==> src/logic/timer_consts.svh <==
`ifndef TIMER_CONSTS_SVH
`define TIMER_CONSTS_SVH
`define OFS_UNIT_CTRL      8'h00
`define OFS_PRESCALE       8'h04
`define OFS_CHAN_MODE      8'h08
`define OFS_RELOAD         8'h0c
`define OFS_COUNTER        8'h10
`define OFS_TRIGGER        8'h14
`define OFS_STATUS         8'h18
`define OFS_OUT_LEVELS     8'h1c
`define OFS_OUT_ENABLES    8'h20
`define OFS_OUT_POLARITY   8'h24
`define OFS_OUT_MODES      8'h28
`define BIT_START          0
`define BIT_STOP           1
`define BIT_CLK_SEL        0
`define BIT_MODE_DIV       1
`define BIT_START_IRQ      2
`define POS_EDGE_SEL       3
`define RESP_OKAY          2'b00
`define RESP_SLVERR        2'b10
`endif

==> src/logic/timer_pkg.sv <==
package timer_pkg;
	typedef enum logic [1:0] {
		EDGE_FALL = 2'h0,
		EDGE_RISE = 2'h1,
		EDGE_BOTH = 2'h2
	} edge_sel_e;
	typedef enum logic [2:0] {
		CH_IDLE  = 3'b001,
		CH_ARMED = 3'b010,
		CH_RUN   = 3'b100
	} chan_state_e;
endpackage

==> src/logic/edge_if.sv <==
`timescale 1ns/10ps
interface edge_if;
	logic       sample_en;
	logic [1:0] edge_sel;
	logic       event_seen;
	modport det (input sample_en, input edge_sel, output event_seen);
	modport use_side (output sample_en, output edge_sel, input event_seen);
endinterface

==> src/logic/input_edge_detect.sv <==
`timescale 1ns/10ps
module input_edge_detect
	import timer_pkg::*;
(
	input  wire logic clk,
	input  wire logic rst_b,
	input  wire logic clear,
	input  wire logic pin,
	edge_if.det       ev
);
	logic sync1_q, sync2_q, prev_q, seen_q;
	logic sync1_d, sync2_d, prev_d, seen_d;

	// Two-stage synchroniser, then edges sampled at the operating clock rate.
	always_comb begin
		sync1_d = pin;
		sync2_d = sync1_q;
		prev_d  = prev_q;
		seen_d  = 1'b0;
		if (clear) begin
			prev_d = sync2_q;
		end else if (ev.sample_en) begin
			prev_d = sync2_q;
			case (ev.edge_sel)
				EDGE_RISE: seen_d = sync2_q & ~prev_q;
				EDGE_FALL: seen_d = ~sync2_q & prev_q;
				EDGE_BOTH: seen_d = sync2_q ^ prev_q;
				default:   seen_d = 1'b0;
			endcase
		end
	end

	always_ff @(posedge clk or negedge rst_b) begin
		if (!rst_b) begin
			sync1_q <= 1'b0;
			sync2_q <= 1'b0;
			prev_q  <= 1'b0;
			seen_q  <= 1'b0;
		end else begin
			sync1_q <= sync1_d;
			sync2_q <= sync2_d;
			prev_q  <= prev_d;
			seen_q  <= seen_d;
		end
	end

	assign ev.event_seen = seen_q;
endmodule

==> src/logic/timer_event_counter_freq_divider.sv <==
// Local design decisions: the placing of the registers and register access over AXI4-Lite.
`timescale 1ns/10ps
`include "timer_consts.svh"
// What this block does
// - Gate off stops clock, ignores register writes except to unit control.
// - Gate off resets all channel registers; bus slave and input synchroniser keep theirs.
// - Prescaler fixes two operating clock rates.
// - Start sets enable; counter mode loads reload.
// - Start trigger clears itself after write.
// - Counter mode: decrement, interrupt, reload at zero.
// - Reload writable, counter readable while running.
// - Stop clears enable, counter holds, self-clears.
// - Divider loads at first edge; select gates toggle.
// - Divider toggles output and reloads at zero.
// - Output divides input by (reload+1) times two.
// - Period error up to one operating clock.
// - New reload takes effect next period.
// - Output register bit sets output level.
// - Output enable lets counting change output.
module timer_event_counter_freq_divider
	import timer_pkg::*;
(
	input  wire logic        REF_CLK,
	input  wire logic        RST_B,
	input  wire logic [7:0]  AWADDR,
	input  wire logic        AWVALID,
	output logic             AWREADY,
	input  wire logic [31:0] WDATA,
	input  wire logic [3:0]  WSTRB,
	input  wire logic        WVALID,
	output logic             WREADY,
	output logic [1:0]       BRESP,
	output logic             BVALID,
	input  wire logic        BREADY,
	input  wire logic [7:0]  ARADDR,
	input  wire logic        ARVALID,
	output logic             ARREADY,
	output logic [31:0]      RDATA,
	output logic [1:0]       RRESP,
	output logic             RVALID,
	input  wire logic        RREADY,
	input  wire logic        TIMER_INPUT_PIN,
	output logic             TIMER_OUTPUT_PIN,
	output logic             CHANNEL_INTERRUPT
);
	logic        gate_q, gate_d;
	logic [7:0]  prescale_q, prescale_d;
	logic [4:0]  mode_q, mode_d;
	logic [15:0] reload_value_q, reload_value_d;
	logic [15:0] down_counter_q, down_counter_d;
	logic        channel_enable_status_q, channel_enable_status_d;
	logic [7:0]  out_levels_q, out_levels_d;
	logic [7:0]  out_enables_q, out_enables_d;
	logic [7:0]  out_polarity_q, out_polarity_d;
	logic [7:0]  out_modes_q, out_modes_d;
	logic        irq_q, irq_d;
	logic [15:0] div_q, div_d;
	logic        tick_a_q, tick_a_d, tick_b_q, tick_b_d;
	chan_state_e state_q, state_d;
	logic        aw_held_q, aw_held_d, w_held_q, w_held_d;
	logic [7:0]  awaddr_q, awaddr_d;
	logic [31:0] wdata_q, wdata_d;
	logic [3:0]  wstrb_q, wstrb_d;
	logic        awready_q, awready_d, wready_q, wready_d, arready_q, arready_d;
	logic        bvalid_q, bvalid_d, rvalid_q, rvalid_d;
	logic [1:0]  bresp_q, bresp_d, rresp_q, rresp_d;
	logic [31:0] rdata_q, rdata_d;
	logic        do_write, start_trig, stop_trig;
	edge_if      ev();

	function automatic logic known_addr(input logic [7:0] a);
		case (a)
			`OFS_UNIT_CTRL, `OFS_PRESCALE, `OFS_CHAN_MODE, `OFS_RELOAD, `OFS_COUNTER,
			`OFS_TRIGGER, `OFS_STATUS, `OFS_OUT_LEVELS, `OFS_OUT_ENABLES,
			`OFS_OUT_POLARITY, `OFS_OUT_MODES: known_addr = 1'b1;
			default: known_addr = 1'b0;
		endcase
	endfunction

	////////////////////////////////////////////////////////////////////////////////
	// Bus slave. Writes complete once both address and data are held.

	assign do_write = aw_held_q && w_held_q && !bvalid_q;

	always_comb begin
		aw_held_d = aw_held_q;
		w_held_d  = w_held_q;
		awaddr_d  = awaddr_q;
		wdata_d   = wdata_q;
		wstrb_d   = wstrb_q;
		bvalid_d  = bvalid_q;
		bresp_d   = bresp_q;
		rvalid_d  = rvalid_q;
		rresp_d   = rresp_q;
		rdata_d   = rdata_q;
		if (AWVALID && !aw_held_q) begin
			aw_held_d = 1'b1;
			awaddr_d  = AWADDR;
		end
		if (WVALID && !w_held_q) begin
			w_held_d = 1'b1;
			wdata_d  = WDATA;
			wstrb_d  = WSTRB;
		end
		if (do_write) begin
			aw_held_d = 1'b0;
			w_held_d  = 1'b0;
			bvalid_d  = 1'b1;
			bresp_d   = known_addr(awaddr_q) ? `RESP_OKAY : `RESP_SLVERR;
		end
		if (bvalid_q && BREADY) begin
			bvalid_d = 1'b0;
		end
		if (ARVALID && !rvalid_q) begin
			rvalid_d = 1'b1;
			rresp_d  = known_addr(ARADDR) ? `RESP_OKAY : `RESP_SLVERR;
			case (ARADDR)
				`OFS_UNIT_CTRL:    rdata_d = {31'h0, gate_q};
				`OFS_PRESCALE:     rdata_d = {24'h0, prescale_q};
				`OFS_CHAN_MODE:    rdata_d = {27'h0, mode_q};
				`OFS_RELOAD:       rdata_d = {16'h0, reload_value_q};
				`OFS_COUNTER:      rdata_d = {16'h0, down_counter_q};
				`OFS_STATUS:       rdata_d = {31'h0, channel_enable_status_q};
				`OFS_OUT_LEVELS:   rdata_d = {24'h0, out_levels_q};
				`OFS_OUT_ENABLES:  rdata_d = {24'h0, out_enables_q};
				`OFS_OUT_POLARITY: rdata_d = {24'h0, out_polarity_q};
				`OFS_OUT_MODES:    rdata_d = {24'h0, out_modes_q};
				default:           rdata_d = 32'h0;
			endcase
		end else if (rvalid_q && RREADY) begin
			rvalid_d = 1'b0;
		end
		awready_d = !aw_held_d;
		wready_d  = !w_held_d;
		arready_d = !rvalid_d;
	end

	////////////////////////////////////////////////////////////////////////////////
	// Prescaler: operating clock a uses the low nibble, b the high nibble.

	always_comb begin
		div_d    = gate_q ? div_q + 16'h1 : 16'h0;
		tick_a_d = gate_q && (prescale_q[3:0] == 4'h0 ||
			div_q[prescale_q[3:0] - 4'h1 +: 1] == 1'b0 && div_d[prescale_q[3:0] - 4'h1 +: 1]);
		tick_b_d = gate_q && (prescale_q[7:4] == 4'h0 ||
			div_q[prescale_q[7:4] - 4'h1 +: 1] == 1'b0 && div_d[prescale_q[7:4] - 4'h1 +: 1]);
	end

	assign ev.sample_en = mode_q[`BIT_CLK_SEL] ? tick_b_q : tick_a_q;
	assign ev.edge_sel  = mode_q[`POS_EDGE_SEL +: 2];

	input_edge_detect u_edge (
		.clk   (REF_CLK),
		.rst_b (RST_B),
		.clear (!channel_enable_status_q),
		.pin   (TIMER_INPUT_PIN),
		.ev    (ev)
	);

	////////////////////////////////////////////////////////////////////////////////
	// Registers and channel sequencing.

	assign start_trig = do_write && awaddr_q == `OFS_TRIGGER && wdata_q[`BIT_START];
	assign stop_trig  = do_write && awaddr_q == `OFS_TRIGGER && wdata_q[`BIT_STOP];

	always_comb begin
		gate_d                  = gate_q;
		prescale_d              = prescale_q;
		mode_d                  = mode_q;
		reload_value_d          = reload_value_q;
		down_counter_d          = down_counter_q;
		channel_enable_status_d = channel_enable_status_q;
		out_levels_d            = out_levels_q;
		out_enables_d           = out_enables_q;
		out_polarity_d          = out_polarity_q;
		out_modes_d             = out_modes_q;
		state_d                 = state_q;
		irq_d                   = 1'b0;
		if (do_write && awaddr_q == `OFS_UNIT_CTRL) begin
			gate_d = wdata_q[0];
		end
		if (gate_q && do_write && wstrb_q != 4'h0) begin
			case (awaddr_q)
				`OFS_PRESCALE:     prescale_d = wdata_q[7:0];
				`OFS_CHAN_MODE:    mode_d = wdata_q[4:0];
				`OFS_RELOAD:       reload_value_d = wdata_q[15:0];
				`OFS_OUT_LEVELS:   out_levels_d = wdata_q[7:0];
				`OFS_OUT_ENABLES:  out_enables_d = wdata_q[7:0];
				`OFS_OUT_POLARITY: out_polarity_d = wdata_q[7:0];
				`OFS_OUT_MODES:    out_modes_d = wdata_q[7:0];
				default:           mode_d = mode_q;
			endcase
		end
		case (state_q)
			CH_IDLE: begin
				if (gate_q && start_trig) begin
					channel_enable_status_d = 1'b1;
					if (mode_q[`BIT_MODE_DIV]) begin
						state_d = CH_ARMED;
					end else begin
						down_counter_d = reload_value_q;
						state_d = CH_RUN;
					end
				end
			end
			CH_ARMED: begin
				if (ev.event_seen) begin
					down_counter_d = reload_value_q;
					state_d = CH_RUN;
					if (mode_q[`BIT_START_IRQ]) begin
						irq_d = 1'b1;
						out_levels_d[0] = out_enables_q[0] ? ~out_levels_q[0] : out_levels_q[0];
					end
				end
			end
			CH_RUN: begin
				if (ev.event_seen) begin
					if (down_counter_q == 16'h0) begin
						down_counter_d = reload_value_q;
						if (mode_q[`BIT_MODE_DIV]) begin
							out_levels_d[0] = out_enables_q[0] ? ~out_levels_q[0] : out_levels_q[0];
						end
						irq_d = 1'b1;
					end else begin
						down_counter_d = down_counter_q - 16'h1;
					end
				end
			end
			default: state_d = CH_IDLE;
		endcase
		if (gate_q && stop_trig) begin
			channel_enable_status_d = 1'b0;
			state_d = CH_IDLE;
			down_counter_d = down_counter_q;
		end
		if (!gate_q) begin
			prescale_d = 8'h0;
			mode_d = 5'h0;
			reload_value_d = 16'h0;
			down_counter_d = 16'h0;
			channel_enable_status_d = 1'b0;
			out_levels_d = 8'h0;
			out_enables_d = 8'h0;
			out_polarity_d = 8'h0;
			out_modes_d = 8'h0;
			state_d = CH_IDLE;
		end
	end

	always_ff @(posedge REF_CLK or negedge RST_B) begin
		if (!RST_B) begin
			gate_q <= 1'b0;
			prescale_q <= 8'h0;
			mode_q <= 5'h0;
			reload_value_q <= 16'h0;
			down_counter_q <= 16'h0;
			channel_enable_status_q <= 1'b0;
			out_levels_q <= 8'h0;
			out_enables_q <= 8'h0;
			out_polarity_q <= 8'h0;
			out_modes_q <= 8'h0;
			irq_q <= 1'b0;
			div_q <= 16'h0;
			tick_a_q <= 1'b0;
			tick_b_q <= 1'b0;
			state_q <= CH_IDLE;
			aw_held_q <= 1'b0;
			w_held_q <= 1'b0;
			awaddr_q <= 8'h0;
			wdata_q <= 32'h0;
			wstrb_q <= 4'h0;
			bvalid_q <= 1'b0;
			bresp_q <= 2'h0;
			rvalid_q <= 1'b0;
			rresp_q <= 2'h0;
			rdata_q <= 32'h0;
			awready_q <= 1'b1;
			wready_q <= 1'b1;
			arready_q <= 1'b1;
		end else begin
			gate_q <= gate_d;
			prescale_q <= prescale_d;
			mode_q <= mode_d;
			reload_value_q <= reload_value_d;
			down_counter_q <= down_counter_d;
			channel_enable_status_q <= channel_enable_status_d;
			out_levels_q <= out_levels_d;
			out_enables_q <= out_enables_d;
			out_polarity_q <= out_polarity_d;
			out_modes_q <= out_modes_d;
			irq_q <= irq_d;
			div_q <= div_d;
			tick_a_q <= tick_a_d;
			tick_b_q <= tick_b_d;
			state_q <= state_d;
			aw_held_q <= aw_held_d;
			w_held_q <= w_held_d;
			awaddr_q <= awaddr_d;
			wdata_q <= wdata_d;
			wstrb_q <= wstrb_d;
			bvalid_q <= bvalid_d;
			bresp_q <= bresp_d;
			rvalid_q <= rvalid_d;
			rresp_q <= rresp_d;
			rdata_q <= rdata_d;
			awready_q <= awready_d;
			wready_q <= wready_d;
			arready_q <= arready_d;
		end
	end

	assign AWREADY = awready_q;
	assign WREADY = wready_q;
	assign BVALID = bvalid_q;
	assign BRESP = bresp_q;
	assign ARREADY = arready_q;
	assign RVALID = rvalid_q;
	assign RRESP = rresp_q;
	assign RDATA = rdata_q;
	assign TIMER_OUTPUT_PIN = out_levels_q[0];
	assign CHANNEL_INTERRUPT = irq_q;
endmodule

==> config.mk <==
export PLATFORM = sky130hd
export DESIGN_NAME = timer_event_counter_freq_divider
export DESIGN_NICKNAME = d
export VERILOG_FILES = /design/src/logic/timer_pkg.sv /design/src/logic/edge_if.sv /design/src/logic/input_edge_detect.sv /design/src/logic/timer_event_counter_freq_divider.sv
export VERILOG_INCLUDE_DIRS = /design/src /design/src/logic
export SDC_FILE = /design/constraint.sdc
export NUM_CORES = 1
export LEC_CHECK = 0
export BUFFER_PORTS_ARGS = -buffer_cell sky130_fd_sc_hd__buf_2
export CORE_ASPECT_RATIO = 0.75
export CORE_MARGIN = 2
export CORE_UTILIZATION = 50
export CTS_BUF_LIST = sky130_fd_sc_hd__clkbuf_8
export DETAILED_ROUTE_END_ITERATION = 8
export PLACE_DENSITY = 0.75
export SYNTH_ARGS = -nofsm -noshare
export SYNTH_HDL_FRONTEND = slang
export SYNTH_HIERARCHICAL = 1
export SYNTH_SLANG_ARGS = --single-unit
==> constraint.sdc <==
create_clock -name REF_CLK -period 2.5 [get_ports REF_CLK]
set_clock_uncertainty 0.05 [all_clocks]
set_input_delay 0.25 -clock REF_CLK [delete_from_list [all_inputs] [get_ports REF_CLK]]
set_output_delay 0.25 -clock REF_CLK [all_outputs]
set_load 0.01 [all_outputs]
======== Yosys cells after proc, flatten, opt, wreduce, memory -nomap -nowiden ========
Cells that the tools add are included.
storage, ports and cells
  flip-flop bits (word level) ............. 176
  input bits .............................. 60
  word-level logic and storage cells ...... 215
cells by class
  $add $sub $neg .......................... 4
  eq/ne operators ......................... 45
  shifts and indexed selects .............. 4
  mux-type cells .......................... 73
  bitwise gates (word level) .............. 8
  reduce and logical (&&, ||, !) cells .... 48
operator list
  kind                   count
  $mux 16                11
  $pmux 16 s10           1
  $mux 8                 15
  $eq 8x5->1 const B     8
  $shiftx 16x5->1        4
  $eq 8x6->1 const B     6
  $pmux 16 s3            1
  $eq 8x4->1 const B     4
  $mux 1                 31
  $reduce_or 11->1       2
  $logic_and 1x1->1      19
  $ne 2x1->1 const B     9
  $add 16x1->16 const B  1
  $eq 8x3->1 const B     2
  $logic_not 16->1       1
  $logic_not 8->1        2
  $reduce_and 2->1       8
  $sub 16x1->16 const B  1
  $mux 3                 5
  $mux 5                 3
  $ne 3x3->1 const B     3
  $pmux 3 s3             1
  $logic_not 4->1        2
  $sub 4x1->4 const B    2
  other kinds (24)       40

======== Depth between registers and ports, before layout ========
Gate-level depths: netlist (run 1).
  depth after elaboration ................. 10
  mapped depth ............................ 10
  depth with buffers taken out ............ 8

======== By module ========
Netlist (run 1), hierarchy kept.
modules (own cells, without submodules)
  module                            times used  cells each  area an instance (um^2)  seq. area each (um^2)
  timer_event_counter_freq_divider  1           884         8,652.0                  3,858.7
  input_edge_detect                 1           17          182.7                    100.1

======== Worst setup path after synthesis (run 1) ========
OpenSTA, ideal clock, no wires.
  path type ............................... reg-to-reg
  from .................................... reg prescale_q[0]
  to ...................................... reg tick_a_q
  library setup time ...................... 82 ps
  arrival ................................. 2,640 ps
  data required time ...................... 2,368 ps
  path slack .............................. -271 ps
  cell stages (with the launch flop) ...... 11
  path buffers ............................ 3
  period minus slack after synthesis ...... 2,771 ps
  cell sequence ........................... dfrtp_1 -> clkbuf_1 -> clkbuf_1 -> inv_1 -> ha_1 -> clkbuf_1 -> mux4_2 -> mux2_2 -> o22ai_1 -> o32ai_1 -> a31oi_1
between the ends
  cells in the longest elaborated chain, start to end .. 6
ends and longest elaborated chain
  item                      RTL line                                 source
  start: declaration        timer_event_counter_freq_divider.sv:47   logic [7:0] prescale_q, prescale_d;
  start signal: assignment  timer_event_counter_freq_divider.sv:282  prescale_q <= prescale_d;
  $sub 4x1->4               timer_event_counter_freq_divider.sv:144  div_q[prescale_q[3:0] - 4'h1 +: 1] == 1'b0 && div_d[prescale_q[3:0] - 4'h1 +: 1]);
  $shiftx 16x5->1           timer_event_counter_freq_divider.sv:144
  $not 1->1                 timer_event_counter_freq_divider.sv:144
  $logic_and 1x1->1         timer_event_counter_freq_divider.sv:144
  $logic_or 1x1->1 *        timer_event_counter_freq_divider.sv:143  tick_a_d = gate_q && (prescale_q[3:0] == 4'h0 ||
  $logic_and 1x1->1 *       timer_event_counter_freq_divider.sv:143
  net tick_a_d              timer_event_counter_freq_divider.sv:58   logic tick_a_q, tick_a_d, tick_b_q, tick_b_d;
  end signal: assignment    timer_event_counter_freq_divider.sv:293  tick_a_q <= tick_a_d;
  end: declaration          timer_event_counter_freq_divider.sv:58
The timed path passes the listed nets; every way through them passes the cells marked *.
A chain may end at the register's enable or synchronous reset.

======== Worst setup path after layout (run 1) ========
  from .................................... reg prescale_q[5]
  to ...................................... reg tick_b_q
between the ends
  cells in the longest elaborated chain, start to end .. 6
ends and longest elaborated chain
  item                    RTL line                                 source
  $sub 4x1->4             timer_event_counter_freq_divider.sv:146  div_q[prescale_q[7:4] - 4'h1 +: 1] == 1'b0 && div_d[prescale_q[7:4] - 4'h1 +: 1]);
  $shiftx 16x5->1         timer_event_counter_freq_divider.sv:146
  $not 1->1               timer_event_counter_freq_divider.sv:146
  $logic_and 1x1->1       timer_event_counter_freq_divider.sv:146
  $logic_or 1x1->1 *      timer_event_counter_freq_divider.sv:145  tick_b_d = gate_q && (prescale_q[7:4] == 4'h0 ||
  $logic_and 1x1->1 *     timer_event_counter_freq_divider.sv:145
  net tick_b_d            timer_event_counter_freq_divider.sv:58
  end signal: assignment  timer_event_counter_freq_divider.sv:294  tick_b_q <= tick_b_d;
  end: declaration        timer_event_counter_freq_divider.sv:58
Marked as above.

==> results.json, run 1 <==
{
  "synth_top_cell_by_area": "dfrtp_1",
  "fmax_mhz": 424,
  "cp_data_arrival_time_ns": 2.62,
  "start_util_pct": 50.5,
  "hold_violations": 0,
  "fin_nets": 1094,
  "required_ns": 2.76,
  "cpMaxStageDelayCell": "ha_1",
  "reg2reg_slack_ns": 0.14,
  "holdWs_ns": 0.0724,
  "cts_buffers": 17,
  "clk_path_buf_depth": 2,
  "min_to": "ARREADY",
  "status": "finished, final reports clean",
  "hold_path_depth": 4,
  "period_needed_ns": 2.36,
  "overflow": 0,
  "crit_path_end_kind": "register",
  "layoutNonFillerInstCount": 1282,
  "coreArea_um2": 17500,
  "syn_inst": 901,
  "path_class": "register to register",
  "grt_pass1_wl_um": 37600,
  "ir_drop_uv": 563,
  "grt.total_usage_pct": 25.7,
  "worstHoldPathType": "input port to register",
  "synth.distinct_cells": 69,
  "yosysMostFrequentCell": "dfrtp_1",
  "ant_nets": 0,
  "reg2reg_depth": 8,
  "finalCritPeriodShare_pct": 94.4,
  "dr.pass1.iters": 5,
  "async_reset_ff_share_pct": 100,
  "yosysWarnings": 6,
  "setup_viol": 0,
  "setup_ws_ns": 0.140,
  "tightest_slew_ns": 0.700,
  "synthFlopType": "dfrtp_1",
  "p_leak_nw": 4.26,
  "io_buffers": 68,
  "final_util_pct": 59.7,
  "cts_tree": "built",
  "place_ws_ns": 0.151,
  "grt_max_degree": 62,
  "syn_avg_cell_area_um2": 9.81,
  "clock_sinks": 158,
  "place.gp.congestion": 0.923,
  "drcViolationCount": 0,
  "clkSlewWorstSetupHoldPaths_ns": 0.09,
  "final_area_um2": 10400,
  "dp_hpwl_um": 16100,
  "clock_latency_ns": 0.46,
  "drt_iter0_drc": 638,
  "synth_edf_count": 0,
  "routed_wl_um": 23100,
  "synth_seq_cells": 158,
  "seq_area_um2": 3960,
  "syn_to_final_growth_pct": 18.2,
  "timing.rr.end": "tick_b_q",
  "placed_cell_area_um2": 9680,
  "h-tree-depth": 4,
  "die_w_um": 157,
  "placementRows": 42,
  "io_pins": 103,
  "fillers": 1501,
  "start_kind": "register",
  "critPathMaxStageDelay_ns": 0.45,
  "critical_path.max_fanout": 5,
  "mappedNetlistArea_um2": 8830,
  "cts-root-buf": "clkbuf_8",
  "viasPerCell": 5.75,
  "fp.dieArea_um2": 18800,
  "dp_cells": 1213,
  "slew_viol_final": 0,
  "cap_violations": 0,
  "dieHeight_um": 119,
  "synth_common_cells": "154 x dfrtp_1, 91 x nand2_1, 56 x nor2b_1, 56 x o21ai_0, 52 x mux2i_1",
  "grt_setup_unrepaired": "no",
  "path_cells": "inv_1 > ha_1 > buf_4 > a21oi_1 > nor4b_1 > nor4_1 > a2111oi_0 > a221oi_1",
  "crit-reg2reg-launch": "prescale_q[5]",
  "power_density_nw_per_um2": 623,
  "multi_input_area_um2": 4490,
  "slew_headroom_pct": 53.2,
  "yosysSeqAreaShare_pct": 44.8,
  "hp-start": "ARVALID",
  "antenna_cells": 0,
  "layout-drive-gt1-share_pct": 21.8,
  "synth_area_leaders": "dfrtp_1 44%, mux2i_1 5.9%, mux2_2 4.8%, nor2b_1 4.0%, nand2_1 3.9%",
  "grt_pass1_vias": 7191,
  "synth_top_area_share_pct": 43.6,
  "antenna_found_initial": 0,
  "wl_per_cell_um": 18.0,
  "vias": 7369
}
cells in the final DEF, fill, tap and decap left out, types with 11 or more instances in the layout:
cell type	n
a21boi_0	23
a21oi_1	30
a22oi_1	13
and2_1	11
buf_2	67
buf_4	58
clkbuf_8	19
conb_1	18
dfrtp_1	153
dlygate4sd3_1	35
inv_1	23
mux2_2	38
mux2i_1	52
nand2_1	91
nand2b_1	12
nand3_1	21
nor2_1	44
nor2b_1	55
nor3_1	21
o21ai_0	56
xnor2_1	13
metrics by stage:
stage / TNS (ns) / total power [mW]
after floorplan: -0.0478 / 4.05
after global placement: 0 / 4.54
after detailed placement: 0 / 4.58
after CTS: 0 / 6.51
after global routing: 0 / 6.82
final: 0 / 6.50
state kept, by name, indices dropped and copies added, names as in the netlist, 3 cells and up:
register / count
RDATA: 16
awaddr_q: 8
div_q: 16
down_counter_q: 16
mode_q: 5
out_enables_q: 8
out_levels_q: 8
out_modes_q: 8
out_polarity_q: 8
prescale_q: 8
reload_value_q: 16
state_q: 3
wdata_q: 16
wstrb_q: 4
power breakdown:
group	internal, mW	total, mW	switching, mW
clock network	0.864	1.89	1.03
registers	2.88	3.26	0.386
logic	0.647	1.35	0.698
total	4.39	6.50	2.11
metal layers:
metal / track usage [%] / up-vias / wire, um
met3: 6.44 / 34 / 1820
li1: - / 3440 / -
met2: 36.2 / 303 / 9890
met1: 39.1 / 3592 / 10900
met4: 7.05 / 0 / 444
met5: 0 / - / 0
area by class of cell:
type / instances / area share (%)
multi-input cells: 663 / 43.0
clock inverters: 13 / 1.26
inverters: 22 / 0.791
repair buffers: 165 / 11.6
clock buffers: 19 / 2.50
flip-flops and latches: 158 / 37.9
well taps: 242 / 2.90
worst max path at each step:
stage / slack (ns) / startpoint / end
after global placement: 0.20 / awaddr_q[1] / down_counter_q[1]
after global routing: 0.02 / awaddr_q[1] / down_counter_q[1]
after detailed placement: 0.15 / awaddr_q[7] / down_counter_q[1]
final: 0.14 / prescale_q[5] / tick_b_q
after floorplan: -0.05 / prescale_q[0] / tick_a_q
after CTS: 0.13 / awaddr_q[7] / down_counter_q[1]
worst max-delay path, delay by kind of cell, from the launching register on:
family	cells	cell delay (ns)
buffers and inverters	2	0.27
flip-flops	1	0.40
adder cells (fa/ha/maj)	1	0.45
AND/OR/NAND/NOR	2	0.47
AO/OA/AOI/OAI	3	0.58
kinds of logic (layout without fill, tap and decap cells):
logic type               after synthesis  after routing  synth area share, %
buffers and inverters                 97            219                 5.18
flip-flops                           158            158                 44.8
XOR/XNOR                              19             19                 1.88
multiplexers                          98             98                 12.8
AND/OR/NAND/NOR                      314            314                 18.8
AO/OA/AOI/OAI                        207            207                 15.5
other                                  1             18               0.0424
adder cells (fa/ha/maj)                7              7                0.991
what timing repair did:
item	in CTS	in global routing
setup endpoints to repair	0	11
hold endpoints to repair	91	0
gates resized for setup	0	1
hold buffers	35	0
setup buffers	0	2
No activity file was read; power rests on OpenSTA's default activity.
==> run 2: changes to the inputs <==
--- a/config.mk
+++ b/config.mk
@@ -6,6 +6,7 @@
 export SDC_FILE = /design/constraint.sdc
 export NUM_CORES = 1
 export LEC_CHECK = 0
+export ABC_AREA = 1
 export BUFFER_PORTS_ARGS = -buffer_cell sky130_fd_sc_hd__buf_2
 export CORE_ASPECT_RATIO = 0.75
 export CORE_MARGIN = 2
==> run 2 against run 1 <==
Net effect:
- power fell by 11%
- non-clock buffer count is 38 lower
- hold slack better by 0.11 ns
- first-iteration DRC count up 30%
- synthesized cell count up 19%
- largest power group unchanged
- largest cell class is now registers
- sequential share of layout area rose by 2.4 points
- sequential power shrank 6.1%
- worst setup slack improved by 0.14 ns
- fmax grew 6.3%
- global-route usage is 0.51 points higher
==> results.json, run 2 <==
{
  "grt_setup_unrepaired": "no",
  "clk_path_buf_depth": 2,
  "cts_buffers": 17,
  "syn_inst": 1071,
  "slew_viol_final": 0,
  "place_ws_ns": 0.293,
  "yosysWarnings": 6,
  "critPathMaxStageDelay_ns": 0.41,
  "cp_data_arrival_time_ns": 2.53,
  "h-tree-depth": 4,
  "path_cells": "inv_1 > nand3_2 > nor4_1 > nand3_1 > a21oi_1 > nor2_2 > nand2_4 > clkinv_4 > nand2_8 > o21ai_2",
  "worstHoldPathType": "input port to register",
  "synth_area_leaders": "dfrtp_1 45%, nand2_1 12%, inv_1 5.2%, o21ai_0 4.9%, nand3_1 3.9%",
  "worstPathBufferInverterCount": 2,
  "cap_violations": 0,
  "required_ns": 2.81,
  "async_reset_ff_share_pct": 100,
  "path_delay_family": "simple AND/OR/NAND/NOR gates",
  "timing.rr.end": "down_counter_q[0]",
  "dr.pass1.iters": 5,
  "setup_viol": 0,
  "critical_path.max_fanout": 12,
  "setup_tns_ns": 0,
  "final_common_cell": "nand2_1",
  "hp-start": "ARVALID",
  "cpMaxStageDelayCell": "dfrtp_1",
  "placementRows": 41,
  "io_pins": 103,
  "grt_pass1_vias": 7188,
  "viasPerCell": 5.43,
  "p_int_mw": 4.04,
  "hold_path_depth": 5,
  "cts.hold.buffers_added": 34,
  "fp.dieArea_um2": 18100,
  "clkPwrFrac_pct": 31.9,
  "grt_pass1_wl_um": 36600,
  "ant_nets": 0,
  "setup_ws_ns": 0.279,
  "seq_area_um2": 3960,
  "power_frac_seq_pct": 52.6,
  "synth.distinct_cells": 50,
  "yosysMostFrequentCell": "nand2_1",
  "path_class": "register to register",
  "yosysSeqAreaShare_pct": 46.5,
  "reg2reg_depth": 10,
  "antenna_cells": 0,
  "place.gp.congestion": 0.962,
  "drcViolationCount": 0,
  "cts_resized": 0,
  "clkSlewWorstSetupHoldPaths_ns": 0.09,
  "multi_input_area_um2": 3850,
  "clock_latency_ns": 0.47,
  "synth_common_cells": "268 x nand2_1, 154 x dfrtp_1, 119 x inv_1",
  "wl_per_cell_um": 15.8,
  "status": "finished, final reports clean",
  "grt_max_degree": 65,
  "fin_nets": 1251,
  "mappedNetlistArea_um2": 8510,
  "fillers": 1489,
  "die_w_um": 155,
  "power_density_nw_per_um2": 590,
  "finalCritPeriodShare_pct": 88.8,
  "tightest_slew_ns": 0.854,
  "start_kind": "register",
  "p_switching_mw": 1.77,
  "synth_top_cell_by_area": "dfrtp_1",
  "synth_top_area_share_pct": 45.3,
  "grt.total_usage_pct": 26.2,
  "synth_edf_count": 0,
  "dieHeight_um": 117,
  "synth_seq_cells": 158,
  "routed_wl_um": 22400,
  "fmax_mhz": 450,
  "crit-reg2reg-launch": "BVALID",
  "cts-root-buf": "clkbuf_8",
  "slew_headroom_pct": 42.9,
  "min_to": "RDATA[13]",
  "combPwrFrac_pct": 15.5,
  "coreArea_um2": 16700,
  "hold_violations": 0,
  "ir_drop_uv": 571,
  "most-common-layout-cells": "268 x nand2_1, 154 x dfrtp_1, 120 x inv_1",
  "start_util_pct": 50.9,
  "syn_to_final_growth_pct": 15.5,
  "clock_sinks": 158,
  "syn_avg_cell_area_um2": 7.95,
  "layout-drive-gt1-share_pct": 15.8,
  "synthFlopType": "dfrtp_1",
  "crit_path_end_kind": "register",
  "dp_hpwl_um": 15900,
  "vias": 7666,
  "period_needed_ns": 2.22,
  "antenna_found_initial": 0,
  "cts_tree": "built",
  "overflow": 0,
  "io_buffers": 68,
  "drt_iter0_drc": 830,
  "post-cts-setup-buffer-count": 0,
  "p_sw_share_pct": 30.4,
  "p_leak_nw": 4.74,
  "reg2reg_slack_ns": 0.28
}
==> run 2: worst max-delay path by stage <==
stage          slack (ns)           endpoint     startpoint  depth (start not counted)
5_1_grt              0.06           tick_b_q       div_q[0]                         13
3_3_place_gp         0.38           RRESP[1]      ARADDR[1]                          9
2_1_floorplan        0.49           tick_a_q  prescale_q[0]                         12
4_1_cts              0.31           tick_b_q       div_q[0]                         13
3_5_place_dp         0.29           RDATA[6]      ARADDR[1]                         10
6_report             0.28  down_counter_q[0]         BVALID                         10
==> run 2: tightest hold or removal path, cell delays in order <==
cell	delay, ns
buf_2	0.07
nand2_1	0.06
buf_4	0.18
nand2_1	0.06
nand2_1	0.04
==> run 2: area by class of cell <==
cell class / instances / area share (%)
tap: 215 / 2.74
clock inverter: 15 / 1.39
timing repair buffer: 127 / 9.15
multi-input combinational: 753 / 39.2
inverter: 127 / 4.90
clock buffer: 17 / 2.38
sequential: 158 / 40.3
==> run 2: cell families (layout without fill, tap and decap cells) <==
family	count (synthesis)	count (layout)	share of synthesized area (%)
compound gates	217	217	14.7
xor+xnor	14	14	1.44
fa+ha+maj	7	7	1.03
buf+inv	177	286	9.01
flops	158	158	46.5
mux	20	20	2.65
other cells	1	18	0.0441
simple gates	477	477	24.7
==> run 2: metal layers <==
layer	part of all wire, %	up-vias	GRT usage [%]
li1	-	3753	-
met1	48	3577	39.2
met2	41	311	37.9
met3	8.8	25	6.55
met4	1.6	0	7.22
met5	0	-	0
==> run 2: power groups by stage <==
stage / Combinational (mW) / Clock [mW] / Sequential (mW)
after floorplan: 0.607 / 0 / 3.06
after global routing: 1.02 / 1.99 / 3.09
after CTS: 0.901 / 1.88 / 3.05
after detailed placement: 0.860 / 0 / 3.10
final: 0.899 / 1.85 / 3.06
after global placement: 0.836 / 0 / 3.08
==> run 2: metrics by stage <==
| stage | power (mW) | cells | area [um^2] | utilization (%) | hold WS, ns |
|---|---|---|---|---|---|
| 2_1_floorplan | 3.67 | 1088 | 8580 | - | -0.0956 |
| 4_1_cts | 5.83 | 1412 | 9830 | 58.8 | 0.163 |
| 3_5_place_dp | 3.96 | 1346 | 9120 | 54.5 | 0.238 |
| 6_report | 5.80 | 1412 | 9830 | 58.8 | 0.184 |
| 3_3_place_gp | 3.92 | 1346 | 9120 | 54.5 | 0.234 |
| 5_1_grt | 6.10 | 1412 | 9830 | 58.8 | 0.202 |
